### config.mk
export PLATFORM = sky130hd
export DESIGN_NAME = asr_status_regs
export DESIGN_NICKNAME = d
export VERILOG_FILES = /design/src/hdl/asr_pkg.sv /design/src/hdl/asr_status_regs.sv
export SDC_FILE = /design/constraint.sdc
export NUM_CORES = 1
export LEC_CHECK = 0
export ABC_CLOCK_PERIOD_IN_PS = 1050
export BUFFER_PORTS_ARGS = -buffer_cell sky130_fd_sc_hd__buf_2
export CAP_MARGIN = 10
export CORE_AREA = 2 2 119 121
export DETAILED_ROUTE_END_ITERATION = 12
export DIE_AREA = 0 0 121 123
export PLACE_DENSITY_LB_ADDON = 0.3
export REMOVE_ABC_BUFFERS = 1
export SLEW_MARGIN = 30
export SYNTH_ARGS = -nofsm -noshare
export SYNTH_HDL_FRONTEND = slang
export SYNTH_SLANG_ARGS = --single-unit
export TNS_END_PERCENT = 30
### constraint.sdc
create_clock -name clock -period 1.05 [get_ports clock]
set_input_delay 0.315 -clock clock [delete_from_list [all_inputs] [get_ports clock]]
set_output_delay 0.315 -clock clock [all_outputs]
set_load 0.02 [all_outputs]
### src/hdl/asr_pkg.sv
// Package with register map, field layout and bus response constants.
package asr_pkg;
    localparam int ADDR_W = 8;
    localparam int DATA_W = 32;
    // Printed offsets are not all multiples of four: index times four.
    localparam logic [7:0] IDX_CFG_TEMP_EN = 8'h05;
    localparam logic [7:0] IDX_TEMP = 8'h08;
    localparam logic [7:0] IDX_INTEGRITY = 8'h09;
    localparam logic [7:0] IDX_RSVD = 8'h0a;
    localparam logic [7:0] IDX_UNIQUE_DIE_IDENTIFIER_FIRST = 8'h17;
    localparam logic [7:0] IDX_UNIQUE_DIE_IDENTIFIER_LAST = 8'h1e;
    localparam logic [7:0] IDX_DIE_REV = 8'h1f;
    localparam logic [7:0] IDX_CFG_COPY0 = 8'h00;
    localparam logic [7:0] IDX_CFG_COPY7 = 8'h07;
    localparam int CFG_TEMP_EN_BIT = 7;
    localparam int INTEGRITY_ERR_BIT = 0;
    localparam logic [7:0] TEMP_OFFSET_C = 8'h4e;
    localparam logic [7:0] INTEGRITY_RESET = 8'h00;
    localparam logic [7:0] RSVD_VALUE = 8'h00;
    localparam logic [1:0] RESP_OKAY = 2'h0;
    localparam logic [1:0] RESP_SLVERR = 2'h2;
    localparam logic [1:0] RESP_DECERR = 2'h3;
    localparam int CFG_REGS = 8;
    localparam int CFG_COPIES = 3;
    localparam int ID_BYTES = 8;

    typedef struct packed {
        logic [7:0] code;
        logic valid;
    } asr_temp_t;

    typedef enum logic [1:0] {
        ASR_W_IDLE,
        ASR_W_RESP
    } asr_wstate_t;
endpackage : asr_pkg

### src/hdl/asr_status_regs.sv
// AXI4-Lite slave for the converter status, identity and revision bytes.
//
// The implementer's own choice: the AXI4-Lite slave port.
`timescale 1ns/1ps
//
// Notes on behaviour
// - Unsigned 8-bit temperature code; degrees are code minus 78.
// - Temperature reading is valid only while the sensor enable is set.
// - Error status bits 7..1 and reserved register read zero always.
// - Redundant config copies; error bit set when any copy disagrees.
// - 64-bit die identifier as eight read-only bytes at 0x17..0x1e.
// - Read-only factory revision byte at index 0x1f.
// - Temperature byte read-only at index 0x08, follows sensor while enabled, else holds.
module asr_status_regs #(
    parameter logic [63:0] UNIQUE_DIE_IDENTIFIER = 64'h0123_4567_89ab_cdef, // arbitrary
    parameter logic [7:0] DIE_REV = 8'h01 // arbitrary
) (
    input wire logic clock, // 25 MHz clock
    input wire logic reset, // asynchronous, active high
    input wire logic [7:0] sensor_code, // raw temperature sensor code
    input wire logic [asr_pkg::CFG_REGS*asr_pkg::CFG_COPIES*8-1:0]
        cfg_copies, // all copies of config bytes 0x00..0x07
    output logic temp_valid, // sensor reading currently valid
    output logic cfg_error, // integrity error flag
    input wire logic [7:0] s_axi_awaddr, // write address
    input wire logic s_axi_awvalid, // write address valid
    output logic s_axi_awready, // write address ready
    input wire logic [31:0] s_axi_wdata, // write data
    input wire logic [3:0] s_axi_wstrb, // write strobes
    input wire logic s_axi_wvalid, // write data valid
    output logic s_axi_wready, // write data ready
    output logic [1:0] s_axi_bresp, // write response
    output logic s_axi_bvalid, // write response valid
    input wire logic s_axi_bready, // write response ready
    input wire logic [7:0] s_axi_araddr, // read address
    input wire logic s_axi_arvalid, // read address valid
    output logic s_axi_arready, // read address ready
    output logic [31:0] s_axi_rdata, // read data
    output logic [1:0] s_axi_rresp, // read response
    output logic s_axi_rvalid, // read data valid
    input wire logic s_axi_rready // read data ready
);
    import asr_pkg::*;

    ////////////////////////////////////////////////////////////////////////
    // Configuration integrity compare.
    logic [CFG_REGS-1:0] byte_mismatch;
    genvar gi;
    generate
        for (gi = 0; gi < CFG_REGS; gi++) begin : g_cmp
            logic [7:0] c0;
            logic [7:0] c1;
            logic [7:0] c2;
            assign c0 = cfg_copies[(gi*CFG_COPIES+0)*8 +: 8];
            assign c1 = cfg_copies[(gi*CFG_COPIES+1)*8 +: 8];
            assign c2 = cfg_copies[(gi*CFG_COPIES+2)*8 +: 8];
            assign byte_mismatch[gi] = (c0 != c1) || (c0 != c2);
        end
    endgenerate

    wire any_mismatch = |byte_mismatch;
    // Copy 0 of byte 0x05 is the live sensor enable.
    wire sensor_en =
        cfg_copies[(int'(IDX_CFG_TEMP_EN)*CFG_COPIES)*8 + CFG_TEMP_EN_BIT];

    logic err_reg;
    asr_temp_t temp_reg;

    // The flag is sticky-free: it tracks the current comparison, so a
    // transient upset that is scrubbed clears the indication again.
    always_ff @(posedge clock or posedge reset) begin
        if (reset) begin
            err_reg <= 1'b0;
            temp_reg <= '0;
        end else begin
            err_reg <= any_mismatch;
            temp_reg.valid <= sensor_en;
            if (sensor_en) begin
                temp_reg.code <= sensor_code;
            end
        end
    end

    assign temp_valid = temp_reg.valid;
    assign cfg_error = err_reg;

    ////////////////////////////////////////////////////////////////////////
    // Read decode.
    function automatic logic [8:0] rd_decode(input logic [7:0] idx,
                                             input asr_temp_t t,
                                             input logic e);
        logic [2:0] sel;
        sel = 3'(idx - IDX_UNIQUE_DIE_IDENTIFIER_FIRST);
        rd_decode = {1'b1, 8'h00};
        if (idx == IDX_TEMP) begin
            rd_decode = {1'b1, t.code};
        end else if (idx == IDX_INTEGRITY) begin
            rd_decode = {1'b1, 7'h00, e};
        end else if (idx == IDX_RSVD) begin
            rd_decode = {1'b1, RSVD_VALUE};
        end else if (idx >= IDX_UNIQUE_DIE_IDENTIFIER_FIRST && idx <= IDX_UNIQUE_DIE_IDENTIFIER_LAST) begin
            rd_decode = {1'b1, UNIQUE_DIE_IDENTIFIER[sel*8 +: 8]};
        end else if (idx == IDX_DIE_REV) begin
            rd_decode = {1'b1, DIE_REV};
        end else begin
            rd_decode = {1'b0, 8'h00};
        end
    endfunction : rd_decode

    wire [7:0] rd_idx = {2'h0, s_axi_araddr[7:2]};
    wire [8:0] rd_hit = rd_decode(rd_idx, temp_reg, err_reg);
    wire [7:0] wr_idx = {2'h0, s_axi_awaddr[7:2]};
    wire [8:0] wr_hit = rd_decode(wr_idx, temp_reg, err_reg);

    ////////////////////////////////////////////////////////////////////////
    // Read channel: one cycle from address handshake to rvalid.
    logic arready_reg;
    logic rvalid_reg;
    logic [31:0] rdata_reg;
    logic [1:0] rresp_reg;
    always_ff @(posedge clock or posedge reset) begin
        if (reset) begin
            arready_reg <= 1'b0;
            rvalid_reg <= 1'b0;
            rdata_reg <= '0;
            rresp_reg <= RESP_OKAY;
        end else if (rvalid_reg) begin
            if (s_axi_rready) begin
                rvalid_reg <= 1'b0;
            end
        end else if (arready_reg && s_axi_arvalid) begin
            arready_reg <= 1'b0;
            rvalid_reg <= 1'b1;
            rdata_reg <= {24'h0, rd_hit[7:0]};
            rresp_reg <= rd_hit[8] ? RESP_OKAY : RESP_DECERR;
        end else begin
            arready_reg <= 1'b1;
        end
    end
    assign s_axi_arready = arready_reg;
    assign s_axi_rvalid = rvalid_reg;
    assign s_axi_rdata = rdata_reg;
    assign s_axi_rresp = rresp_reg;

    ////////////////////////////////////////////////////////////////////////
    // Write channel: address and data in either order, nothing stored.
    asr_wstate_t wstate_reg;
    logic aw_got_reg;
    logic w_got_reg;
    logic awready_reg;
    logic wready_reg;
    logic [1:0] bresp_reg;
    logic aw_hit_reg;
    logic bvalid_reg;
    wire aw_fire = awready_reg && s_axi_awvalid;
    wire w_fire = wready_reg && s_axi_wvalid;
    wire aw_done = aw_got_reg || aw_fire;
    wire w_done = w_got_reg || w_fire;
    wire hit_now = aw_fire ? wr_hit[8] : aw_hit_reg;
    wire [1:0] wr_resp = hit_now ? RESP_SLVERR : RESP_DECERR;

    always_ff @(posedge clock or posedge reset) begin
        if (reset) begin
            wstate_reg <= ASR_W_IDLE;
            aw_got_reg <= 1'b0;
            w_got_reg <= 1'b0;
            awready_reg <= 1'b0;
            wready_reg <= 1'b0;
            bresp_reg <= RESP_OKAY;
            aw_hit_reg <= 1'b0;
            bvalid_reg <= 1'b0;
        end else begin
            case (wstate_reg)
                ASR_W_IDLE: begin
                    awready_reg <= !aw_done;
                    wready_reg <= !w_done;
                    aw_got_reg <= aw_done;
                    w_got_reg <= w_done;
                    if (aw_fire) begin
                        aw_hit_reg <= wr_hit[8];
                    end
                    if (aw_done && w_done) begin
                        // Every mapped byte is read-only: answer SLVERR, store nothing.
                        bresp_reg <= wr_resp;
                        bvalid_reg <= 1'b1;
                        wstate_reg <= ASR_W_RESP;
                        awready_reg <= 1'b0;
                        wready_reg <= 1'b0;
                    end
                end
                ASR_W_RESP: begin
                    if (s_axi_bready) begin
                        bvalid_reg <= 1'b0;
                        wstate_reg <= ASR_W_IDLE;
                        aw_got_reg <= 1'b0;
                        w_got_reg <= 1'b0;
                    end
                end
                default: wstate_reg <= ASR_W_IDLE;
            endcase
        end
    end
    assign s_axi_awready = awready_reg;
    assign s_axi_wready = wready_reg;
    assign s_axi_bvalid = bvalid_reg;
    assign s_axi_bresp = bresp_reg;

    ////////////////////////////////////////////////////////////////////////
    // Checks.
    // The integrity flag must follow the comparison in both directions.
    a_err_tracks_copy: assert property (
        @(posedge clock) disable iff (reset)
        any_mismatch |=> cfg_error)
        else $error("integrity flag missed a copy mismatch");
    a_err_clears: assert property (
        @(posedge clock) disable iff (reset)
        !any_mismatch |=> !cfg_error)
        else $error("integrity flag stayed up after copies agreed");
    a_temp_invalid_off: assert property (
        @(posedge clock) disable iff (reset)
        !sensor_en |=> !temp_valid ##0 $stable(temp_reg.code))
        else $error("temperature updated while sensor disabled");
    a_temp_valid_on: assert property (
        @(posedge clock) disable iff (reset)
        sensor_en |=> temp_valid)
        else $error("temperature not marked valid while enabled");
    a_temp_follows: assert property (
        @(posedge clock) disable iff (reset)
        sensor_en |=> temp_reg.code == $past(sensor_code))
        else $error("temperature byte does not follow sensor");
    a_temp_read_value: assert property (
        @(posedge clock) disable iff (reset)
        (s_axi_arvalid && s_axi_arready && rd_idx == IDX_TEMP)
        |=> s_axi_rdata == {24'h0, $past(temp_reg.code)})
        else $error("temperature read returned a stale byte");
    a_status_upper_zero: assert property (
        @(posedge clock) disable iff (reset)
        s_axi_rvalid |-> s_axi_rdata[31:8] == 24'h0)
        else $error("upper read bits not zero");
    a_rsvd_reads_zero: assert property (
        @(posedge clock) disable iff (reset)
        (s_axi_arvalid && s_axi_arready && rd_idx == IDX_RSVD)
        |=> s_axi_rdata == 32'h0)
        else $error("reserved register read nonzero");
    a_int_upper_zero: assert property (
        @(posedge clock) disable iff (reset)
        (s_axi_arvalid && s_axi_arready && rd_idx == IDX_INTEGRITY)
        |=> s_axi_rdata == {31'h0, $past(cfg_error)})
        else $error("integrity register content wrong");
    a_rev_value: assert property (
        @(posedge clock) disable iff (reset)
        (s_axi_arvalid && s_axi_arready && rd_idx == IDX_DIE_REV)
        |=> s_axi_rdata == {24'h0, DIE_REV})
        else $error("revision byte wrong");
    a_id_first_byte: assert property (
        @(posedge clock) disable iff (reset)
        (s_axi_arvalid && s_axi_arready && rd_idx == IDX_UNIQUE_DIE_IDENTIFIER_FIRST)
        |=> s_axi_rdata == {24'h0, UNIQUE_DIE_IDENTIFIER[7:0]})
        else $error("die identifier low byte wrong");
    a_write_no_effect: assert property (
        @(posedge clock) disable iff (reset)
        s_axi_bvalid |-> s_axi_bresp != RESP_OKAY)
        else $error("write to read-only space acknowledged as stored");
    a_temp_code_stable: assert property (
        @(posedge clock) disable iff (reset)
        (aw_fire && !sensor_en) |=> $stable(temp_reg.code))
        else $error("write disturbed temperature byte");
    // The gap between the reserved byte and the identifier is unmapped.
    a_unmapped_decerr: assert property (
        @(posedge clock) disable iff (reset)
        (s_axi_arvalid && s_axi_arready && rd_idx > IDX_RSVD
            && rd_idx < IDX_UNIQUE_DIE_IDENTIFIER_FIRST)
        |=> s_axi_rresp == RESP_DECERR && s_axi_rdata == 32'h0)
        else $error("unmapped read not refused");
    a_read_ends: assert property (
        @(posedge clock) disable iff (reset)
        s_axi_rvalid && s_axi_rready |=> !s_axi_rvalid && !s_axi_arready)
        else $error("read answer did not end when taken");
    a_write_ends: assert property (
        @(posedge clock) disable iff (reset)
        s_axi_bvalid && s_axi_bready |=> !s_axi_bvalid)
        else $error("write answer did not end when taken");

    // One check per identifier byte pins the byte order down.
    generate
        for (gi = 0; gi < ID_BYTES; gi++) begin : g_id_chk
            a_id_byte_value: assert property (
                @(posedge clock) disable iff (reset)
                (s_axi_arvalid && s_axi_arready
                    && rd_idx == IDX_UNIQUE_DIE_IDENTIFIER_FIRST + 8'(gi))
                |=> s_axi_rdata == {24'h0, UNIQUE_DIE_IDENTIFIER[gi*8 +: 8]})
                else $error("die identifier byte out of order");
        end
    endgenerate

    // Covers for the main scenarios: reads, refusals, errors and writes.
    c_read_temp: cover property (@(posedge clock) disable iff (reset)
        s_axi_arvalid && s_axi_arready && rd_idx == IDX_TEMP);
    c_read_refused: cover property (@(posedge clock) disable iff (reset)
        s_axi_rvalid && s_axi_rresp == RESP_DECERR);
    c_mismatch: cover property (@(posedge clock) disable iff (reset)
        $rose(cfg_error));
    c_write_done: cover property (@(posedge clock) disable iff (reset)
        s_axi_bvalid && s_axi_bready);
    // Write data is dropped on purpose; this shows nonzero data was offered.
    c_write_data: cover property (@(posedge clock) disable iff (reset)
        s_axi_wvalid && s_axi_wready && |s_axi_wstrb && |s_axi_wdata);
endmodule : asr_status_regs

==> results.txt <==
The synthesized netlist devotes approximately 1.8% of its cell area to adder and majority cells. The proportion of synthesized flip-flops having asynchronous set or reset came out at 100%. The number of buffers added on ports is 237. The filler cell count in the final layout came out at between 1k and 1.5k. Summed over all cells, the static leakage comes to roughly 2.3 nW. The post-CTS clock slew at the launch and capture registers of the worst setup and hold paths came out at 0.05 ns. The number of global-route vias before repair is between 3k and 4k.

The post-route total power came out at approximately 6 mW. The via total after detailed routing came out at roughly 3.4k. The initialized floorplan defines between 40 and 50 standard-cell rows. After synthesis, the netlist uses 38 different library cells. The initial antenna violation count is 1.

For the worst setup path, the data arrival time is between 2 and 2.5 ns. In the post-synthesis netlist, the cell with the most instances is xnor2_1. The number of synthesis warnings is 0. The number of buffers and inverters on the critical path is 1.

In this run the worst path has a maximum fanout of 2. The full die area is between 10000 and 15000 µm². The portion of netlist area occupied by mux cells came out at under 10%.

The final reports fail on setup timing. Sorting the synthesized cells by how often they occur yields xnor2_1 (89), dfrtp_1 (29), buf_4 (25). Summed over all nets, the half-perimeter wirelength after detailed placement is 10000 µm. The max-slew violation count is 0. The remaining global-route overflow is 0. The number of register bits inferred by synthesis is 29.

The ratio of cells with drive above 1 in the final layout came out at between 50% and 60%. Sorting the synthesized cells by area gives the leading types as xnor2_1 (28%), dfrtp_1 (26%), buf_4 (6.7%). The delay contributed by the slowest stage of the critical path is roughly 0.50 ns. The average instance area after synthesis is 8.45 µm². The area share of the largest cell type after synthesis came out at between 20% and 30%.

The run finished, with violations left. The synthesized netlist devotes a little under a tenth of its cell area to compound gates. The maximum ir drop on the vdd rail is roughly 560 µV.

The clock tree from TritonCTS is done. The buffer levels on the longest clock path came out at 2. The startpoint-to-endpoint class of the critical path is primary input to register. Entering global routing, the biggest net connects 30 pins. The power per cell area is around 1200 nW/µm². The area of all sequential standard cells is just over 700 µm². The clock insertion delay at the later pin of the skew report came out at 0.27 ns. The element type at the critical path start is a primary input. The die width is ~120 µm. The number of H-tree branching levels is 2. The post-detailed-routing wire length is roughly 11000 µm. The overall routing resource usage came out at between 10% and 20%. Synthesis handed over a netlist of about 330 instances.

The post-synthesis cell area came out at ~2800 µm². The worst hold margin is between 0.08 and 0.09 ns. The number of buffers added to fix hold violations after cts is 0. The die height came out at 123 µm. The placed instances occupy a cell area of ~4500 µm². The category of the worst setup path capture point is a register. The placeable core region came out at between 10000 and 15000 µm². For this run, the leading register cell type out of synthesis is dfrtp_1. The average via count per standard cell is between 4 and 5.

After routing the design area is 4920 µm². The global-route wire length before repair came out at ~16000 µm. Dividing the detail-routed wire length by the instance count gives between 10 and 15 µm.

After Yosys synthesis, and, or, nand and nor cells account for between 20% and 30% of the synthesized area. The total count of hold-check failures in the final report is 0. Before CTS, the worst setup slack after placement is -1.15 ns. The final layout contains slightly below 900 nets. The maximum achievable frequency is roughly 0.53 GHz. Buffers inserted during clock tree synthesis total 5. Yosys mapped a number of flops with a built-in enable equal to 0. After synthesis, the largest family of logic cells by area is XOR/XNOR gates. In the post-route analysis, the smallest setup slack over all paths is -0.834 ns. The initial DRC count is about 90. The area growth from synthesis to final layout is 75.0%.

At the worst endpoint, the required time is 1.18 ns. The final estimated routing congestion in global placement came out at a little over 0.8. The class of the most critical hold timing path is primary input to asynchronous set/reset pin.

Broken down by cell family, the worst path's largest delay share belongs to simple AND/OR/NAND/NOR gates. Setup violations remaining at the end of the flow were counted as 31. The number of max-cap violations came out at 0. After synthesis, flip-flops and latches occupy about a quarter of the total area. Summed over all instances, the cell type with the most area after synthesis is xnor2_1.

The worst setup skew after layout came out at ~0.0034 ns. For this design, the slowest cell found on the critical path is or4_1. The count of pins on the block boundary is between 300 and 400.

Of the available clock period, the critical path in the final layout requires 179%. The count of nets left with antenna violations after detail routing came out at 0. In this run the clock root is driven by a clkbuf_16. The starting utilization of the core area came out at 20.7%.

For this run, the share of the core covered by cells in the final layout is a little over a third. The post-detailed-route DRC marker count is 0. Among the stages of the critical path, the cell type that occurs most often is or4_1. The number of sinks driven by the clock tree came out at 29. The total area of multi-input combinational cells came out at 2070 µm².

The clock period minus worst slack came out at between 1.5 and 2 ns. The area share of xor/xnor cells in the synthesized design came out at around 30%. The first detailed-routing pass took 6 iterations. Setup repair after global routing could not meet its margin everywhere. The critical path goes through buf_6 -> or3_1 -> a22oi_2 -> o211ai_1 -> or4_1 -> or4_1.
-- layout by cell type, fill, tap and decap left out, drive strengths merged, types with 2 or more instances in the layout --
cell type and instances:
a21oi 12, a22oi 2, a31oi 2, and3 10, buf 290, clkbuf 7
conb 24, dfrtp 29, ha 4, inv 14, mux2 9, nand2 17
nand2b 3, nand3 11, nand4 23, nor2 13, nor3 10, nor4 6
o21ai 17, o22ai 6, or3 4, or4 2, xnor2 89, xor2 7
-- routing by layer --
| metal | global-route usage [%] | part of all wire (%) | vias to the layer above |
|---|---|---|---|
| met1 | 14.5 | 35 | 1537 |
| met2 | 28.8 | 56 | 145 |
| met4 | 3.92 | 2.1 | 0 |
| met3 | 2.81 | 6.6 | 14 |
| met5 | 0 | 0 | - |
| li1 | - | - | 1703 |
-- metrics by stage --
step	TNS, ns	instances
after floorplan	-5.62	327
after global placement	-8.30	793
after detailed placement	-8.69	793
after CTS	-5.95	802
after global routing	-6.53	806
final	-5.40	806
-- worst register-to-register path, delay by kind of cell (launching register included) --
kind	cells	cell delay, ns
buf+inv	1	0.11
compound gates	2	0.27
simple gates	1	0.30
flops	1	0.37
-- power breakdown --
part | switching [mW] | leakage [nW] | internal (mW) | total [mW]
sequential | 0.228 | 0.348 | 1.43 | 1.66
combinational | 1.43 | 1.91 | 1.44 | 2.88
clock | 0.473 | 0.0799 | 1.00 | 1.47
total | 2.14 | 2.34 | 3.87 | 6.01
-- kinds of logic (layout without fill, tap and decap cells) --
logic type                 count (synthesis)  count (layout)
and+or+nand+nor                          105             105
adders and majority gates                  4               4
xor gates and xnor gates                  96              96
other                                      1              25
DFF                                       29              29
buffers and inverters                     43             312
AOI/OAI and AO/OA                         46              46
muxes                                      9               9
-- final cells by class --
type | instances | area share [%]
clock inverters | 1 | 0.102
well taps | 180 | 4.58
repair buffers | 290 | 34.3
diodes | 1 | 0.0509
inverters | 14 | 1.12
flip-flops and latches | 29 | 14.7
clock buffers | 7 | 3.10
multi-input cells | 284 | 42.0
-- worst paths after layout --
check	from	endpoint	slack (ns)	depth (start not counted)
max	cfg_copies[119]	cfg_error	-0.83	6
min	reset	s_axi_rdata[1]	0.09	3
max reg2reg	s_axi_rvalid	s_axi_rdata[0]	-0.08	4
min reg2reg	s_axi_bresp[1]	s_axi_bresp[1]	0.48	1
max in group asynchronous	reset	s_axi_awready	0.80	3
min in group clock	s_axi_rready	s_axi_rvalid	0.23	2
-- repair_timing --
action	4_1_cts	5_1_grt
gates resized for setup	30	31
pin swaps	13	11
cloned	0	0
hold endpoints to repair	0	0
buffers inserted	1	3
endpoints found under the setup margin	30	33
(Power assumes the default switching activity.)
